[config.mk]
export PLATFORM = sky130hd
export DESIGN_NAME = clock_startup_reset_sequencer
export DESIGN_NICKNAME = d
export VERILOG_FILES = /design/src/startup_pkg.sv /design/src/ripple_cnt_if.sv /design/src/ripple_counter.sv /design/src/clock_startup_reset_sequencer.sv
export SDC_FILE = /design/constraint.sdc
export NUM_CORES = 1
export LEC_CHECK = 0
export ABC_AREA = 0
export BUFFER_PORTS_ARGS = -buffer_cell sky130_fd_sc_hd__buf_2
export CAP_MARGIN = 20
export CORE_ASPECT_RATIO = 0.5
export CORE_MARGIN = 1
export CORE_UTILIZATION = 54
export CTS_CLUSTER_DIAMETER = 80
export CTS_CLUSTER_SIZE = 8
export DETAILED_ROUTE_END_ITERATION = 7
export GPL_ROUTABILITY_DRIVEN = 0
export PLACE_DENSITY = 0.81
export SETUP_SLACK_MARGIN = 0.2
export SLEW_MARGIN = 30
export SYNTH_ARGS = -nofsm -noshare
export SYNTH_HDL_FRONTEND = slang
export SYNTH_SLANG_ARGS = --single-unit
[constraint.sdc]
create_clock -name i_mclk -period 3.6 [get_ports i_mclk]
set_input_delay 0.72 -clock i_mclk [delete_from_list [all_inputs] [get_ports i_mclk]]
set_output_delay 0.72 -clock i_mclk [all_outputs]
set_load 0.02 [all_outputs]
[src/startup_pkg.sv]
package startup_pkg;
    // ------------------------------------------------------------
    // register map (byte addresses, one aligned word each)
    // ------------------------------------------------------------
    localparam logic [11:0] CTRL_OFS = 12'h000;
    localparam logic [11:0] STATUS_OFS = 12'h004;
    localparam int CTRL_SLEEP_BIT = 0;
    localparam int STAT_STATE_LSB = 0;
    localparam int STAT_DIV8_BIT = 8;
    localparam int STAT_RANGE_LSB = 9;
    localparam int STAT_LPX_BIT = 12;
    localparam int STAT_TOUT_BIT = 13;
    localparam logic [31:0] CTRL_RST = 32'h0000_0000;

    // ------------------------------------------------------------
    // timing counts
    // ------------------------------------------------------------
    localparam int TOUT_NONE_CYC = 0;
    localparam int TOUT_SHORT_CYC = 4096;
    localparam int TOUT_LONG_CYC = 8192;
    localparam int STAB_EXT_CYC = 6;
    localparam int STAB_258_CYC = 258;
    localparam int STAB_1K_CYC = 1024;
    localparam int STAB_16K_CYC = 16384;
    localparam int STAB_32K_CYC = 32768;
    localparam int RESET_EXTRA_CYC = 14;
    localparam int SYSCLK_DIV = 8;

    // ------------------------------------------------------------
    // fuse encodings (raw fuse levels: 1 unprogrammed, 0 programmed)
    // ------------------------------------------------------------
    localparam logic [3:0] FUSE_RST_CLOCK_SOURCE_SELECT_FUSES = 4'h2;
    localparam logic [1:0] FUSE_RST_SUT = 2'h2;
    localparam logic FUSE_RST_DIV8 = 1'b0;

    typedef enum logic [5:0] {
        ST_HOLD = 6'b00_0001,
        ST_TOUT = 6'b00_0010,
        ST_STAB = 6'b00_0100,
        ST_RUN = 6'b00_1000,
        ST_SLEEP = 6'b01_0000,
        ST_WAKE = 6'b10_0000
    } seq_state_e;
endpackage : startup_pkg

[src/ripple_cnt_if.sv]
`timescale 1ns/1ps
interface ripple_cnt_if #(parameter int W = 16);
    logic clr;
    logic tick;
    logic [W-1:0] target;
    logic [W-1:0] count;
    logic done;
    modport ctl (output clr, output tick, output target, input count, input done);
    modport ctr (input clr, input tick, input target, output count, output done);
endinterface : ripple_cnt_if

[src/ripple_counter.sv]
`timescale 1ns/1ps
module ripple_counter #(
    parameter int W = 16
) (
    input wire logic i_mclk,
    input wire logic i_sys_rst,
    ripple_cnt_if.ctr cnt
);
    logic [W-1:0] count_ff;
    logic [W-1:0] nxt_count;
    logic done_ff;
    logic nxt_done;

    initial
    begin
        if (W < 2 || W > 31)
            $error("ripple_counter: width out of range");
    end

    // counts ticks of the watched clock; holds once the target is met
    always_comb
    begin
        nxt_count = count_ff;
        if (cnt.clr)
            nxt_count = '0;
        else if (cnt.tick && count_ff != cnt.target)
            nxt_count = count_ff + W'(1);
        nxt_done = !cnt.clr && (nxt_count == cnt.target);
    end

    always_ff @(posedge i_mclk)
    begin
        if (i_sys_rst)
        begin
            count_ff <= '0;
            done_ff <= 1'b0;
        end
        else
        begin
            count_ff <= nxt_count;
            done_ff <= nxt_done;
        end
    end

    assign cnt.count = count_ff;
    assign cnt.done = done_ff;
endmodule : ripple_counter

[src/clock_startup_reset_sequencer.sv]
`timescale 1ns/1ps
module clock_startup_reset_sequencer #(
    parameter int TOUT_LONG = startup_pkg::TOUT_LONG_CYC,
    parameter int STAB_16K = startup_pkg::STAB_16K_CYC,
    parameter int STAB_32K = startup_pkg::STAB_32K_CYC,
    parameter int CW = 16
) (
    input wire logic i_mclk,
    input wire logic i_sys_rst,
    input wire logic i_other_rst,
    input wire logic i_wdt_osc_tick,
    input wire logic i_osc_tick,
    input wire logic i_wake,
    input wire logic [3:0] i_clock_source_select_fuses,
    input wire logic [1:0] i_startup_time_fuses,
    input wire logic i_divide_by_eight_fuse,
    input wire logic i_psel,
    input wire logic i_penable,
    input wire logic i_pwrite,
    input wire logic [11:0] i_paddr,
    input wire logic [31:0] i_pwdata,
    output logic [31:0] o_prdata,
    output logic o_pready,
    output logic o_pslverr,
    output logic o_int_rst,
    output logic o_sys_tick,
    output logic [2:0] o_oscillator_range_fuses
);
    initial
    begin
        if (CW < 16 || STAB_32K + startup_pkg::RESET_EXTRA_CYC >= 2 ** CW || TOUT_LONG >= 2 ** CW)
            $error("sequencer: counter width cannot hold the counts");
    end

    // ------------------------------------------------------------
    // fuse capture and decode
    // ------------------------------------------------------------
    logic [3:0] clock_source_select_fuses_ff;
    logic [1:0] sut_ff;
    logic div8_ff;
    logic [3:0] nxt_clock_source_select_fuses;
    logic [1:0] nxt_sut;
    logic nxt_div8;
    logic [CW-1:0] tout_target;
    logic [CW-1:0] wake_target;
    logic lp_xtal;
    startup_pkg::seq_state_e state_ff;
    startup_pkg::seq_state_e nxt_state;

    // only captured while held, so counts cannot shift mid-sequence
    always_comb
    begin
        nxt_clock_source_select_fuses = clock_source_select_fuses_ff;
        nxt_sut = sut_ff;
        nxt_div8 = div8_ff;
        if (state_ff == startup_pkg::ST_HOLD)
        begin
            nxt_clock_source_select_fuses = i_clock_source_select_fuses;
            nxt_sut = i_startup_time_fuses;
            nxt_div8 = !i_divide_by_eight_fuse;
        end
    end

    always_ff @(posedge i_mclk)
    begin
        if (i_sys_rst)
        begin
            clock_source_select_fuses_ff <= startup_pkg::FUSE_RST_CLOCK_SOURCE_SELECT_FUSES;
            sut_ff <= startup_pkg::FUSE_RST_SUT;
            div8_ff <= !startup_pkg::FUSE_RST_DIV8;
        end
        else
        begin
            clock_source_select_fuses_ff <= nxt_clock_source_select_fuses;
            sut_ff <= nxt_sut;
            div8_ff <= nxt_div8;
        end
    end

    // crystal table shared by low-power and full-swing; codes taken as raw levels
    always_comb
    begin
        lp_xtal = clock_source_select_fuses_ff[3];
        tout_target = CW'(startup_pkg::TOUT_NONE_CYC);
        wake_target = CW'(startup_pkg::STAB_EXT_CYC);
        if (clock_source_select_fuses_ff[3] || clock_source_select_fuses_ff[3:1] == 3'b011)
        begin
            unique case ({clock_source_select_fuses_ff[0], sut_ff})
                3'b000: wake_target = CW'(startup_pkg::STAB_258_CYC);
                3'b001: wake_target = CW'(startup_pkg::STAB_258_CYC);
                3'b010: wake_target = CW'(startup_pkg::STAB_1K_CYC);
                3'b011: wake_target = CW'(startup_pkg::STAB_1K_CYC);
                3'b100: wake_target = CW'(startup_pkg::STAB_1K_CYC);
                default: wake_target = CW'(STAB_16K);
            endcase
            unique case ({clock_source_select_fuses_ff[0], sut_ff})
                3'b000, 3'b011, 3'b110: tout_target = CW'(startup_pkg::TOUT_SHORT_CYC);
                3'b001, 3'b100, 3'b111: tout_target = CW'(TOUT_LONG);
                default: tout_target = CW'(startup_pkg::TOUT_NONE_CYC);
            endcase
        end
        else if (clock_source_select_fuses_ff[3:1] == 3'b010)
        begin
            // low-frequency crystal; reserved start-up code 11 falls back to long
            wake_target = clock_source_select_fuses_ff[0] ? CW'(STAB_32K) : CW'(startup_pkg::STAB_1K_CYC);
            unique case (sut_ff)
                2'b00: tout_target = CW'(startup_pkg::TOUT_NONE_CYC);
                2'b01: tout_target = CW'(startup_pkg::TOUT_SHORT_CYC);
                default: tout_target = CW'(TOUT_LONG);
            endcase
        end
        else
        begin
            // RC and external sources: time-out still from watchdog ticks
            unique case (sut_ff)
                2'b00: tout_target = CW'(startup_pkg::TOUT_NONE_CYC);
                2'b01: tout_target = CW'(startup_pkg::TOUT_SHORT_CYC);
                default: tout_target = CW'(TOUT_LONG);
            endcase
        end
    end

    // ------------------------------------------------------------
    // counters
    // ------------------------------------------------------------
    ripple_cnt_if #(.W(CW)) tout_if ();
    ripple_cnt_if #(.W(CW)) stab_if ();

    ripple_counter #(.W(CW)) u_tout_cnt (
        .i_mclk(i_mclk),
        .i_sys_rst(i_sys_rst),
        .cnt(tout_if.ctr)
    );
    ripple_counter #(.W(CW)) u_stab_cnt (
        .i_mclk(i_mclk),
        .i_sys_rst(i_sys_rst),
        .cnt(stab_if.ctr)
    );

    assign tout_if.clr = state_ff != startup_pkg::ST_TOUT;
    assign tout_if.tick = i_wdt_osc_tick;
    assign tout_if.target = tout_target;
    assign stab_if.clr = !(state_ff == startup_pkg::ST_STAB || state_ff == startup_pkg::ST_WAKE);
    assign stab_if.tick = i_osc_tick;
    // reset path adds the extra 14 clocks on top of the wake count
    assign stab_if.target = (state_ff == startup_pkg::ST_WAKE) ? wake_target
        : wake_target + CW'(startup_pkg::RESET_EXTRA_CYC);

    // ------------------------------------------------------------
    // sequence
    // ------------------------------------------------------------
    logic sleep_req;
    logic int_rst_ff;
    logic nxt_int_rst;

    always_comb
    begin
        nxt_state = state_ff;
        if (i_other_rst)
            nxt_state = startup_pkg::ST_HOLD;
        else
        begin
            unique case (state_ff)
                startup_pkg::ST_HOLD:
                    nxt_state = (tout_target == '0) ? startup_pkg::ST_STAB : startup_pkg::ST_TOUT;
                startup_pkg::ST_TOUT:
                    if (tout_if.done)
                        nxt_state = startup_pkg::ST_STAB;
                startup_pkg::ST_STAB, startup_pkg::ST_WAKE:
                    if (stab_if.done)
                        nxt_state = startup_pkg::ST_RUN;
                startup_pkg::ST_RUN:
                    if (sleep_req)
                        nxt_state = startup_pkg::ST_SLEEP;
                startup_pkg::ST_SLEEP:
                    if (i_wake)
                        nxt_state = startup_pkg::ST_WAKE;
            endcase
        end
        nxt_int_rst = nxt_state inside {startup_pkg::ST_HOLD, startup_pkg::ST_TOUT, startup_pkg::ST_STAB};
    end

    always_ff @(posedge i_mclk)
    begin
        if (i_sys_rst)
        begin
            state_ff <= startup_pkg::ST_HOLD;
            int_rst_ff <= 1'b1;
        end
        else
        begin
            state_ff <= nxt_state;
            int_rst_ff <= nxt_int_rst;
        end
    end

    // ------------------------------------------------------------
    // system clock divider
    // ------------------------------------------------------------
    logic [2:0] div_ff;
    logic [2:0] nxt_div;
    logic sys_tick_ff;
    logic nxt_sys_tick;

    always_comb
    begin
        nxt_div = div_ff;
        nxt_sys_tick = 1'b0;
        if (state_ff != startup_pkg::ST_RUN)
            nxt_div = '0;
        else if (i_osc_tick)
        begin
            nxt_div = div_ff + 3'd1;
            nxt_sys_tick = !div8_ff || div_ff == 3'(startup_pkg::SYSCLK_DIV - 1);
        end
    end

    always_ff @(posedge i_mclk)
    begin
        if (i_sys_rst)
        begin
            div_ff <= '0;
            sys_tick_ff <= 1'b0;
        end
        else
        begin
            div_ff <= nxt_div;
            sys_tick_ff <= nxt_sys_tick;
        end
    end

    // ------------------------------------------------------------
    // apb slave, zero wait states
    // ------------------------------------------------------------
    logic [31:0] prdata_ff;
    logic pready_ff;
    logic pslverr_ff;
    logic [31:0] nxt_prdata;
    logic nxt_pready;
    logic nxt_pslverr;
    logic setup;
    logic hit;
    logic [31:0] status;

    assign setup = i_psel && !i_penable;
    assign hit = i_paddr == startup_pkg::CTRL_OFS || i_paddr == startup_pkg::STATUS_OFS;
    // sleep only honoured from run; the bit self-clears
    assign sleep_req = i_psel && i_penable && pready_ff && i_pwrite && i_paddr == startup_pkg::CTRL_OFS
        && i_pwdata[startup_pkg::CTRL_SLEEP_BIT];

    always_comb
    begin
        status = '0;
        status[startup_pkg::STAT_STATE_LSB +: 6] = state_ff;
        status[startup_pkg::STAT_DIV8_BIT] = div8_ff;
        status[startup_pkg::STAT_RANGE_LSB +: 3] = clock_source_select_fuses_ff[3:1];
        status[startup_pkg::STAT_LPX_BIT] = lp_xtal;
        status[startup_pkg::STAT_TOUT_BIT] = tout_target != '0;
        nxt_pready = setup;
        nxt_pslverr = setup && !hit;
        nxt_prdata = prdata_ff;
        if (setup)
            nxt_prdata = (i_paddr == startup_pkg::STATUS_OFS) ? status : startup_pkg::CTRL_RST;
    end

    always_ff @(posedge i_mclk)
    begin
        if (i_sys_rst)
        begin
            prdata_ff <= '0;
            pready_ff <= 1'b0;
            pslverr_ff <= 1'b0;
        end
        else
        begin
            prdata_ff <= nxt_prdata;
            pready_ff <= nxt_pready;
            pslverr_ff <= nxt_pslverr;
        end
    end

    assign o_prdata = prdata_ff;
    assign o_pready = pready_ff;
    assign o_pslverr = pslverr_ff;
    assign o_int_rst = int_rst_ff;
    assign o_sys_tick = sys_tick_ff;
    assign o_oscillator_range_fuses = clock_source_select_fuses_ff[3:1];
endmodule : clock_startup_reset_sequencer

==> results of run 1 <==
==> layer usage <==
metal	global-route usage [%]	part of all wire [%]	vias up	wire (µm)
met1	31.94	47	1637	4126
li1	-	-	1779	-
met4	7.380	1.4	0	122
met3	9.672	6.0	15	535
met2	40.31	46	106	4069
met5	0	0	-	0
==> layout make-up <==
| class | count | area (µm²) | share of cell area, % |
|---|---|---|---|
| multi-input cells | 378 | 2346 | 52.32 |
| flip-flops and latches | 65 | 1304 | 29.07 |
| clock inverters | 6 | 91.34 | 2.037 |
| inverters | 19 | 71.32 | 1.590 |
| repair buffers | 58 | 317.8 | 7.087 |
| well taps | 92 | 115.1 | 2.567 |
| clock buffers | 10 | 239.0 | 5.329 |
==> cells in the mapped netlist (all sizes together), types with 3 or more instances <==
cell type   n  area (µm²)
nor4       11       68.82
or3         6       37.54
inv        19       71.32
a221oi      3       26.28
xnor2      20       175.2
a211oi      4       30.03
ha          7       87.58
nand4      14       87.58
and4        4       35.03
nor2       75       281.5
o21ai      12       60.06
o22ai       3       18.77
buf        31       225.2
nand2      26       97.59
a21oi      18       90.09
nor3       13       65.06
xor2       24       210.2
dfxtp      65        1301
and3        7       43.79
a211o       5       43.79
nand3      23       115.1
a31oi       3       18.77
mux2i      12       132.6
clkbuf     27       101.4
nor2b       6       37.54
nand2b     14       87.58
a22oi      12       90.09
==> cell usage in the layout (no fill, tap or decap), types with 3 or more instances in the layout <==
cell,n
or3_1,6
a31oi_1,3
a22oi_1,12
o22ai_1,3
a21oi_1,18
clkbuf_16,9
mux2i_1,11
nor3_1,13
xor2_1,24
nand2b_1,14
a211oi_1,4
nor2_1,75
and4_1,4
a211o_1,5
nor2b_1,6
conb_1,20
nor4_1,11
o21ai_0,12
buf_2,47
nand2_1,26
nand3_1,23
a221oi_1,3
inv_1,19
buf_4,11
and3_1,7
xnor2_1,20
dfxtp_1,63
clkinvlp_4,3
nand4_1,14
ha_1,5
==> power breakdown <==
part,internal (mW),switching (mW)
registers,0.733,0.0197
logic,0.0978,0.144
clock network,0.625,0.333
==> through the flow <==
| stage | util (%) | power (mW) | setup slack [ns] |
|---|---|---|---|
| final | 65.14 | 1.952 | 0.3011 |
| after CTS | 65.12 | 1.965 | 0.2115 |
| after global routing | 65.14 | 2.032 | 0.2075 |
| after detailed placement | 60.09 | 0.9995 | 0.1825 |
| after floorplan | - | 0.9587 | 0.3053 |
| after global placement | 60.09 | 0.9941 | 0.2314 |
==> worst max-delay path, delay by kind of cell, from the launching register on <==
kind	cells	cell delay [ns]
flip-flops	1	0.34
multiplexers	2	0.53
XOR/XNOR	1	0.17
AO/OA/AOI/OAI	2	0.63
AND/OR/NAND/NOR	4	1.30
adder cells (fa/ha/maj)	1	0.21
==> logic make-up after synthesis <==
kind of cell	share of synthesized area (%)
other	0.09473
and+or+nand+nor	27.28
xor gates and xnor gates	9.735
AOI/OAI and AO/OA	14.13
DFF	32.87
muxes	3.635
buffers and inverters	10.05
adders and majority gates	2.212
==> flip-flops by register name, summed over array words and instances, names as in the netlist <==
name	count
o_pready	1
clock_source_select_fuses_ff	4
sut_ff	2
u_tout_cnt.cnt.count	16
div8_ff	1
state_ff	6
u_stab_cnt.cnt.count	16
o_pslverr	1
o_prdata	11
u_stab_cnt.cnt.done	1
div_ff	3
u_tout_cnt.cnt.done	1
o_sys_tick	1
o_int_rst	1
==> final timing paths <==
check                                          from                   to  cells after the start
worst max-delay path                    state_ff[0]  u_stab_cnt.cnt.done                     10
worst min register to register  u_stab_cnt.cnt.done          state_ff[3]                      2
worst max register to register          state_ff[0]  u_stab_cnt.cnt.done                     10
worst min-delay path            u_stab_cnt.cnt.done          state_ff[3]                      2
==> repair_timing <==
item	4_1_cts	5_1_grt
pin swaps	3	2
endpoints found under the setup margin	1	1
gates resized for setup	3	1
hold endpoints to repair	0	0
hold buffers	0	0
==> flow_summary.toml, run 1 <==
[critical_path]
critPathRequiredTime_ns = 3.83
criticalPathCategory = "register to register"
cpPeakStageDelay_ns = 0.55
endpoint_kind = "register"
crit_slowest_cell = "or4_4"
r2r_slack_ns = 0.30
critPathLaunchType = "register"
path_cells = "or4_4 -> or3b_4 -> ha_2 -> xor2_1 -> nor3_1 -> nand4_1 -> o41a_1 -> mux2i_4 -> mux2_1 -> o2111a_1"
crit_arrival_ns = 3.53
worstPathMaxFanout = 6

[logic_synthesis]
async_reset_ff_share_pct = 0
synth_cell_type_count = 59
synth_area_per_cell_um2 = 7.902
synth_edf_count = 0
ys.flop_type = "dfxtp_1"
synth_cells = 501
ys_seq_area_share_pct = 32.87
synth_warnings = 0
synth-seq-cells = 65
synth_area_mm2 = 0.003959

[floorplanning]
core_mm2 = 0.006884
dieArea_mm2 = 0.007698
dieWidth_um = 123.1
die_h_um = 62.55
num_rows = 21
start_util_pct = 57.51
design.portCount = 99

[cells_and_area]
fin_area_mm2 = 0.004484
diodes = 0
syn_to_final_growth_pct = 13.27
stdcell_count = 628
nets = 598
fillCellCount = 595
layout-drive-gt1-share_pct = 15.86

[timing]
slew_headroom_pct = 50.10
final.setup_skew_ns = 0.005442
fmax_mhz = 303.1
drv_slew = 0
setup_violations = 0
setup-tns-final_ns = 0
hold_ws_ns = 0.4517
min_period_ns = 3.299
rsz0062_at_grt = "false"
tightest_slew_ns = 0.7469
timing.final.crit_share_pct = 91.64
hold_viol_final = 0

[cts]
clock_path_buffers = 2
cts_root_buffer = "clkbuf_16"
post_cts_buffers = 0
insertion_delay_ns = 0.34
numCtsBuffers = 9
clkSinkCount = 65
htree_levels = 3
path_clk_slew_ns = 0.06
cts_tree = "yes"

[grt]
grt.total_usage_pct = 25.39
grt_max_degree = 27
antenna_found_initial = 0
grt_pass1_vias = 3272
grt_overflow = 0
grt_pass1_wl_um = 15260

[job]
cap_violations = 0

[route]
dr.pass1.iters = 4
vias = 3537
wl_um = 8852
wl_per_cell_um = 14.10
ant_nets = 0
vias_per_cell = 5.632
initialDrtViolationCount = 256
drc = 0

[place]
dpl_cell_area_mm2 = 0.004136
hpwl_um = 6015
dpl.cell_count = 612
port_buffers = 47

[power]
ir_worst_vdd_mv = 0.2467
p_leak_nw = 1.692
p_per_area_mw_per_mm2 = 435.4

[run_status]
outcome = "finished, final reports clean"

[hold_path]
hold_class = "register to register"
Power figures use the tool's default switching activity.
==> inputs of run 2 (changes only) <==
Settings changed: CELL_PAD_IN_SITES_DETAIL_PLACEMENT set to 1, CELL_PAD_IN_SITES_GLOBAL_PLACEMENT set to 1, CORE_UTILIZATION 54 to 39, PLACE_DENSITY 0.81 to not set, PLACE_DENSITY_LB_ADDON set to 0.1.
==> run 2 against run 1 <==
Critical path depth unchanged. Non-clock buffer count grew 6. Highest routed layer unchanged. Critical path type unchanged. Power decreased by 1.7%. Routed wire length rose by 19%. Largest power group unchanged. Clock power down 5.5%.
==> flow_summary.toml, run 2 (synthesis results as in run 1) <==
[run_status]
outcome = "finished, final reports clean"

[route]
vias = 3571
wl_um = 10500
wl_per_cell_um = 15.50
drc = 0
initialDrtViolationCount = 130
vias_per_cell = 5.275
ant_nets = 0
dr.pass1.iters = 4

[timing]
min_period_ns = 3.391
hold_viol_final = 0
timing.final.crit_share_pct = 94.19
setup_violations = 0
tightest_slew_ns = 0.7760
setup-tns-final_ns = 0
final.setup_skew_ns = 0.004773
slew_headroom_pct = 48.16
rsz0062_at_grt = "true"
fmax_mhz = 294.9
drv_slew = 0

[grt]
antenna_found_initial = 0
grt_overflow = 0
grt_max_degree = 27
grt_pass1_wl_um = 17210
grt_pass1_vias = 3420
grt.total_usage_pct = 21.48

[power]
p_leak_nw = 1.733
p_per_area_mw_per_mm2 = 418.0
total_power_mw = 1.918
ir_worst_vdd_mv = 0.1941

[critical_path]
worstPathMaxFanout = 3
critPathRequiredTime_ns = 3.82
critPathLaunchType = "register"
endpoint_kind = "register"
startpoint = "state_ff[0]"
r2r-start = "state_ff[0]"
crit_arrival_ns = 3.62
criticalPathCategory = "register to register"
r2r_slack_ns = 0.21

[job]
cap_violations = 0

[floorplanning]
dieWidth_um = 144.5
dieArea_mm2 = 0.01058
start_util_pct = 41.09
design.portCount = 99
core_mm2 = 0.009634
die_h_um = 73.24
num_rows = 25

[cells_and_area]
layout_commonest_cell = "nor2_1"
final_cell_mix = "75 x nor2_1, 64 x dfxtp_1, 47 x buf_2"
diodes = 0
fillCellCount = 1237
layout-drive-gt1-share_pct = 16.79
finish.utilization_pct = 47.64
syn_to_final_growth_pct = 15.93
nets = 604

[place]
hpwl_um = 7494
port_buffers = 47

[cts]
path_clk_slew_ns = 0.05
cts_root_buffer = "clkbuf_16"
clock_path_buffers = 2
holdBufCountCts = 0
clkSinkCount = 65
insertion_delay_ns = 0.34
htree_levels = 3
numCtsBuffers = 9
cts_tree = "yes"

[hold_path]
min_from = "o_prdata[13]"
hold_class = "register to register"
## run 2: cell types whose count changed in the layout (fill, tap and decap cells not counted), sizes merged
cell      delta
buf          +6
clkbuf       +4
clkinvlp     -3
bufinv       -1
## run 2: worst max-delay path, cell delays in order (launching register included)
cell	delay (ns)
dfxtp_1	0.31
or4_4	0.55
or3b_4	0.43
ha_4	0.19
xor2_1	0.17
nor3_2	0.25
nand4_1	0.17
o41a_1	0.43
mux2i_4	0.23
mux2_4	0.31
o2111a_1	0.23
## run 2: metrics by stage
stage / setup WS [ns] / cells / hold WS, ns / cell area (µm²)
after floorplan: 0.3053 / 520 / 0.4358 / 4030
after global placement: 0.2197 / 659 / 0.4444 / 4220
after detailed placement: 0.1973 / 659 / 0.4505 / 4220
after CTS: 0.1913 / 677 / 0.4581 / 4589
after global routing: 0.1331 / 677 / 0.4926 / 4589
final: 0.2090 / 677 / 0.4549 / 4589
## run 2: what timing repair did
item | 4_1_cts | 5_1_grt
cloned | 0 | 0
resized for setup | 8 | 0
endpoints found under the hold margin | 0 | 0
setup buffers | 2 | 0
endpoints found under the setup margin | 1 | 1
pin swaps | 6 | 1
## run 2: final cells by class
cell class	count	area [µm²]	area share [%]
well taps	135	168.9	3.680
flip-flops and latches	65	1305	28.44
repair buffers	64	362.8	7.906
clock buffers	14	274.0	5.971
inverters	19	71.32	1.554
multi-input cells	378	2372	51.69
clock inverters	2	35.03	0.7634
## run 2: worst paths after layout
| path | to | cells past startpoint |
|---|---|---|
| max | u_stab_cnt.cnt.done | 10 |
| min | o_prdata[13] | 2 |
| max reg2reg | u_stab_cnt.cnt.done | 10 |
| min reg2reg | o_prdata[13] | 2 |
## run 2: routing by layer
metal	global-route usage, %	up-vias	routed length (µm)
met3	6.168	19	381
met2	34.24	64	4803
met4	8.421	0	217
met1	27.53	1711	5094
li1	-	1777	-
met5	0	-	0
## run 2: report_power, final
part	total [mW]	switching (mW)	internal (mW)
registers	0.752	0.0188	0.733
clock network	0.906	0.314	0.592
logic	0.261	0.157	0.104
==> inputs of run 3 (changes only) <==
Settings changed: ABC_AREA 0 to 1, CORE_UTILIZATION 39 to 38, PLACE_DENSITY_LB_ADDON 0.1 to 0.08.
==> run 3 against run 2 <==
Routed wire length rose by 14%. Combinational power rose by 35%. Register-to-register slack improved by 0.36 ns. Critical endpoint unchanged. Largest cell class unchanged. Final area rose by 4.1%.
==> flow_summary.toml, run 3 <==
[run_status]
outcome = "finished, final reports clean"

[grt]
grt_pass1_wl_um = 20070
antenna_found_initial = 0
grt.total_usage_pct = 22.17
grt_pass1_vias = 4136
grt_overflow = 0
grt_max_degree = 44

[logic_synthesis]
synth_top_area_share_pct = 31.04
synth_edf_count = 0
yosysTopAreaCell = "dfxtp_1"
ys_seq_area_share_pct = 31.04
synth_area_mm2 = 0.004192
synth_warnings = 0
ys.flop_type = "dfxtp_1"
synth.most_common_cell = "nand2_1"
synth_cells = 648
synth_area_per_cell_um2 = 6.468
synth_cell_type_count = 37
synth_common_cells = "170 x nand2_1, 74 x nor2_1, 71 x inv_1, 71 x nand3_1, 65 x dfxtp_1"
async_reset_ff_share_pct = 0
synth-seq-cells = 65
ys_top_cells_by_area = "dfxtp_1 31%, nand2_1 15%, nand3_1 8.5%"

[timing]
rsz0062_at_grt = "false"
final.setup_skew_ns = 0.005435
layout_setup_ws_ns = 0.5683
tightest_slew_ns = 0.8511
slew_headroom_pct = 43.05
min_period_ns = 3.032
drv_slew = 0
hold_ws_ns = 0.4632
timing.final.crit_share_pct = 84.22
hold_viol_final = 0
setup_violations = 0
setup-tns-final_ns = 0
fmax_mhz = 329.8

[cts]
htree_levels = 3
insertion_delay_ns = 0.33
path_clk_slew_ns = 0.05
clock_path_buffers = 2
holdBufCountCts = 0
numCtsBuffers = 9
cts_root_buffer = "clkbuf_16"
cts_tree = "yes"
clkSinkCount = 65

[power]
p_per_area_mw_per_mm2 = 412.5
p_leak_nw = 2.117
ir_worst_vdd_mv = 0.1979

[route]
dr.pass1.iters = 4
wl_per_cell_um = 14.30
initialDrtViolationCount = 83
drc = 0
vias = 4173
ant_nets = 0
vias_per_cell = 4.992
wl_um = 11960

[cells_and_area]
diodes = 0
nets = 760
multi_input_area_mm2 = 0.002439
stdcell_count = 836
area.sequential_mm2 = 0.001301
syn_to_final_growth_pct = 14.03
final_cell_mix = "170 x nand2_1, 74 x nor2_1, 71 x inv_1, 71 x nand3_1, 65 x dfxtp_1"
layout-drive-gt1-share_pct = 13.36
fillCellCount = 1438
layout_commonest_cell = "nand2_1"

[floorplanning]
num_rows = 26
dieWidth_um = 150.5
dieArea_mm2 = 0.01148
core_mm2 = 0.01048
design.portCount = 99
start_util_pct = 40.01
die_h_um = 76.27

[critical_path]
r2r_slack_ns = 0.57
worstPathMaxFanout = 15
reg2reg_depth = 21
endpoint_kind = "register"
r2r-start = "state_ff[2]"
critPathCapture = "u_stab_cnt.cnt.done"
startpoint = "state_ff[2]"
crit_arrival_ns = 3.29
criticalPathCategory = "register to register"
critPathRequiredTime_ns = 3.86
r2r-end = "u_stab_cnt.cnt.done"
critPathLaunchType = "register"

[hold_path]
min_path_cells = 2
hold_class = "register to register"

[place]
hpwl_um = 9057
dpl.cell_count = 819
port_buffers = 47
dp_slack_ns = 0.4862

[job]
cap_violations = 0
-- run 3: changes by cell type after synthesis, moves of 14 or more --
| cell | delta |
|---|---|
| nand2_1 | +144 |
| inv_1 | +52 |
| nand3_1 | +48 |
| clkbuf_1 | -17 |
| xnor2_1 | -15 |
| nand2b_1 | -14 |
-- run 3: power breakdown --
group	leakage [nW]	internal, mW	total [mW]	switching (mW)
sequential	0.526	0.738	0.757	0.0192
combinational	1.45	0.103	0.353	0.250
clock	0.144	0.543	0.861	0.318
-- run 3: cell families after synthesis --
kind of cell / after synthesis / share of synthesized area [%]
adders and majority gates: 7 / 2.089
AOI/OAI and AO/OA: 49 / 6.657
and+or+nand+nor: 381 / 41.05
other: 1 / 0.08947
buffers and inverters: 117 / 13.22
xor gates and xnor gates: 28 / 5.851
DFF: 65 / 31.04
-- run 3: metal layers --
metal | vias up | track usage (%) | wire [µm]
li1 | 2131 | - | -
met4 | 0 | 5.455 | 105
met1 | 1983 | 28.24 | 5756
met3 | 11 | 4.790 | 324
met5 | - | 0 | 0
met2 | 48 | 37.83 | 5772
-- run 3: worst min-delay path by stage --
stage / startpoint / endpoint / slack, ns
floorplan: div8_ff / o_sys_tick / 0.44
global placement: o_prdata[2] / o_prdata[2] / 0.45
detailed placement: o_prdata[1] / o_prdata[1] / 0.46
CTS: o_prdata[1] / o_prdata[1] / 0.47
global route: o_prdata[8] / o_prdata[8] / 0.49
finish: o_prdata[5] / o_prdata[5] / 0.46
-- run 3: critical path, stage by stage, from the launching register on --
cell and delay (ns):
dfxtp_1 0.35, inv_1 0.13, nand2_1 0.14, nor2_4 0.14, nand2_2 0.11, ha_1 0.36
inv_1 0.07, nand2_1 0.06, nand3_1 0.08, nor2_1 0.14, nand3_1 0.15, nor2_4 0.13
nand3_4 0.17, nand2_8 0.18, inv_2 0.09, nand2_1 0.07, nand2_1 0.04, nand2_1 0.08
nand3_1 0.13, nor2_1 0.14, nand3_1 0.08, nor2_1 0.11
-- run 3: repair_timing --
item,4_1_cts,5_1_grt
setup buffers,0,3
setup endpoints to repair,0,1
gates resized for setup,0,2
-- run 3: final cells by class --
cell class	instances	area share (%)
Sequential cell	65	27.23
Tap cell	140	3.665
Clock buffer	10	5.000
Inverter	78	6.126
Multi-Input combinational cell	485	51.02
Timing Repair Buffer	54	6.021
Clock inverter	4	0.9424
-- run 3: through the flow --
stage | total power [mW] | utilization (%) | area (µm²)
2_1_floorplan | 1.050 | - | 4263
3_3_place_gp | 1.115 | 42.57 | 4459
3_5_place_dp | 1.122 | 42.57 | 4459
4_1_cts | 1.999 | 45.28 | 4743
5_1_grt | 2.074 | 45.63 | 4780
6_report | 1.971 | 45.63 | 4780
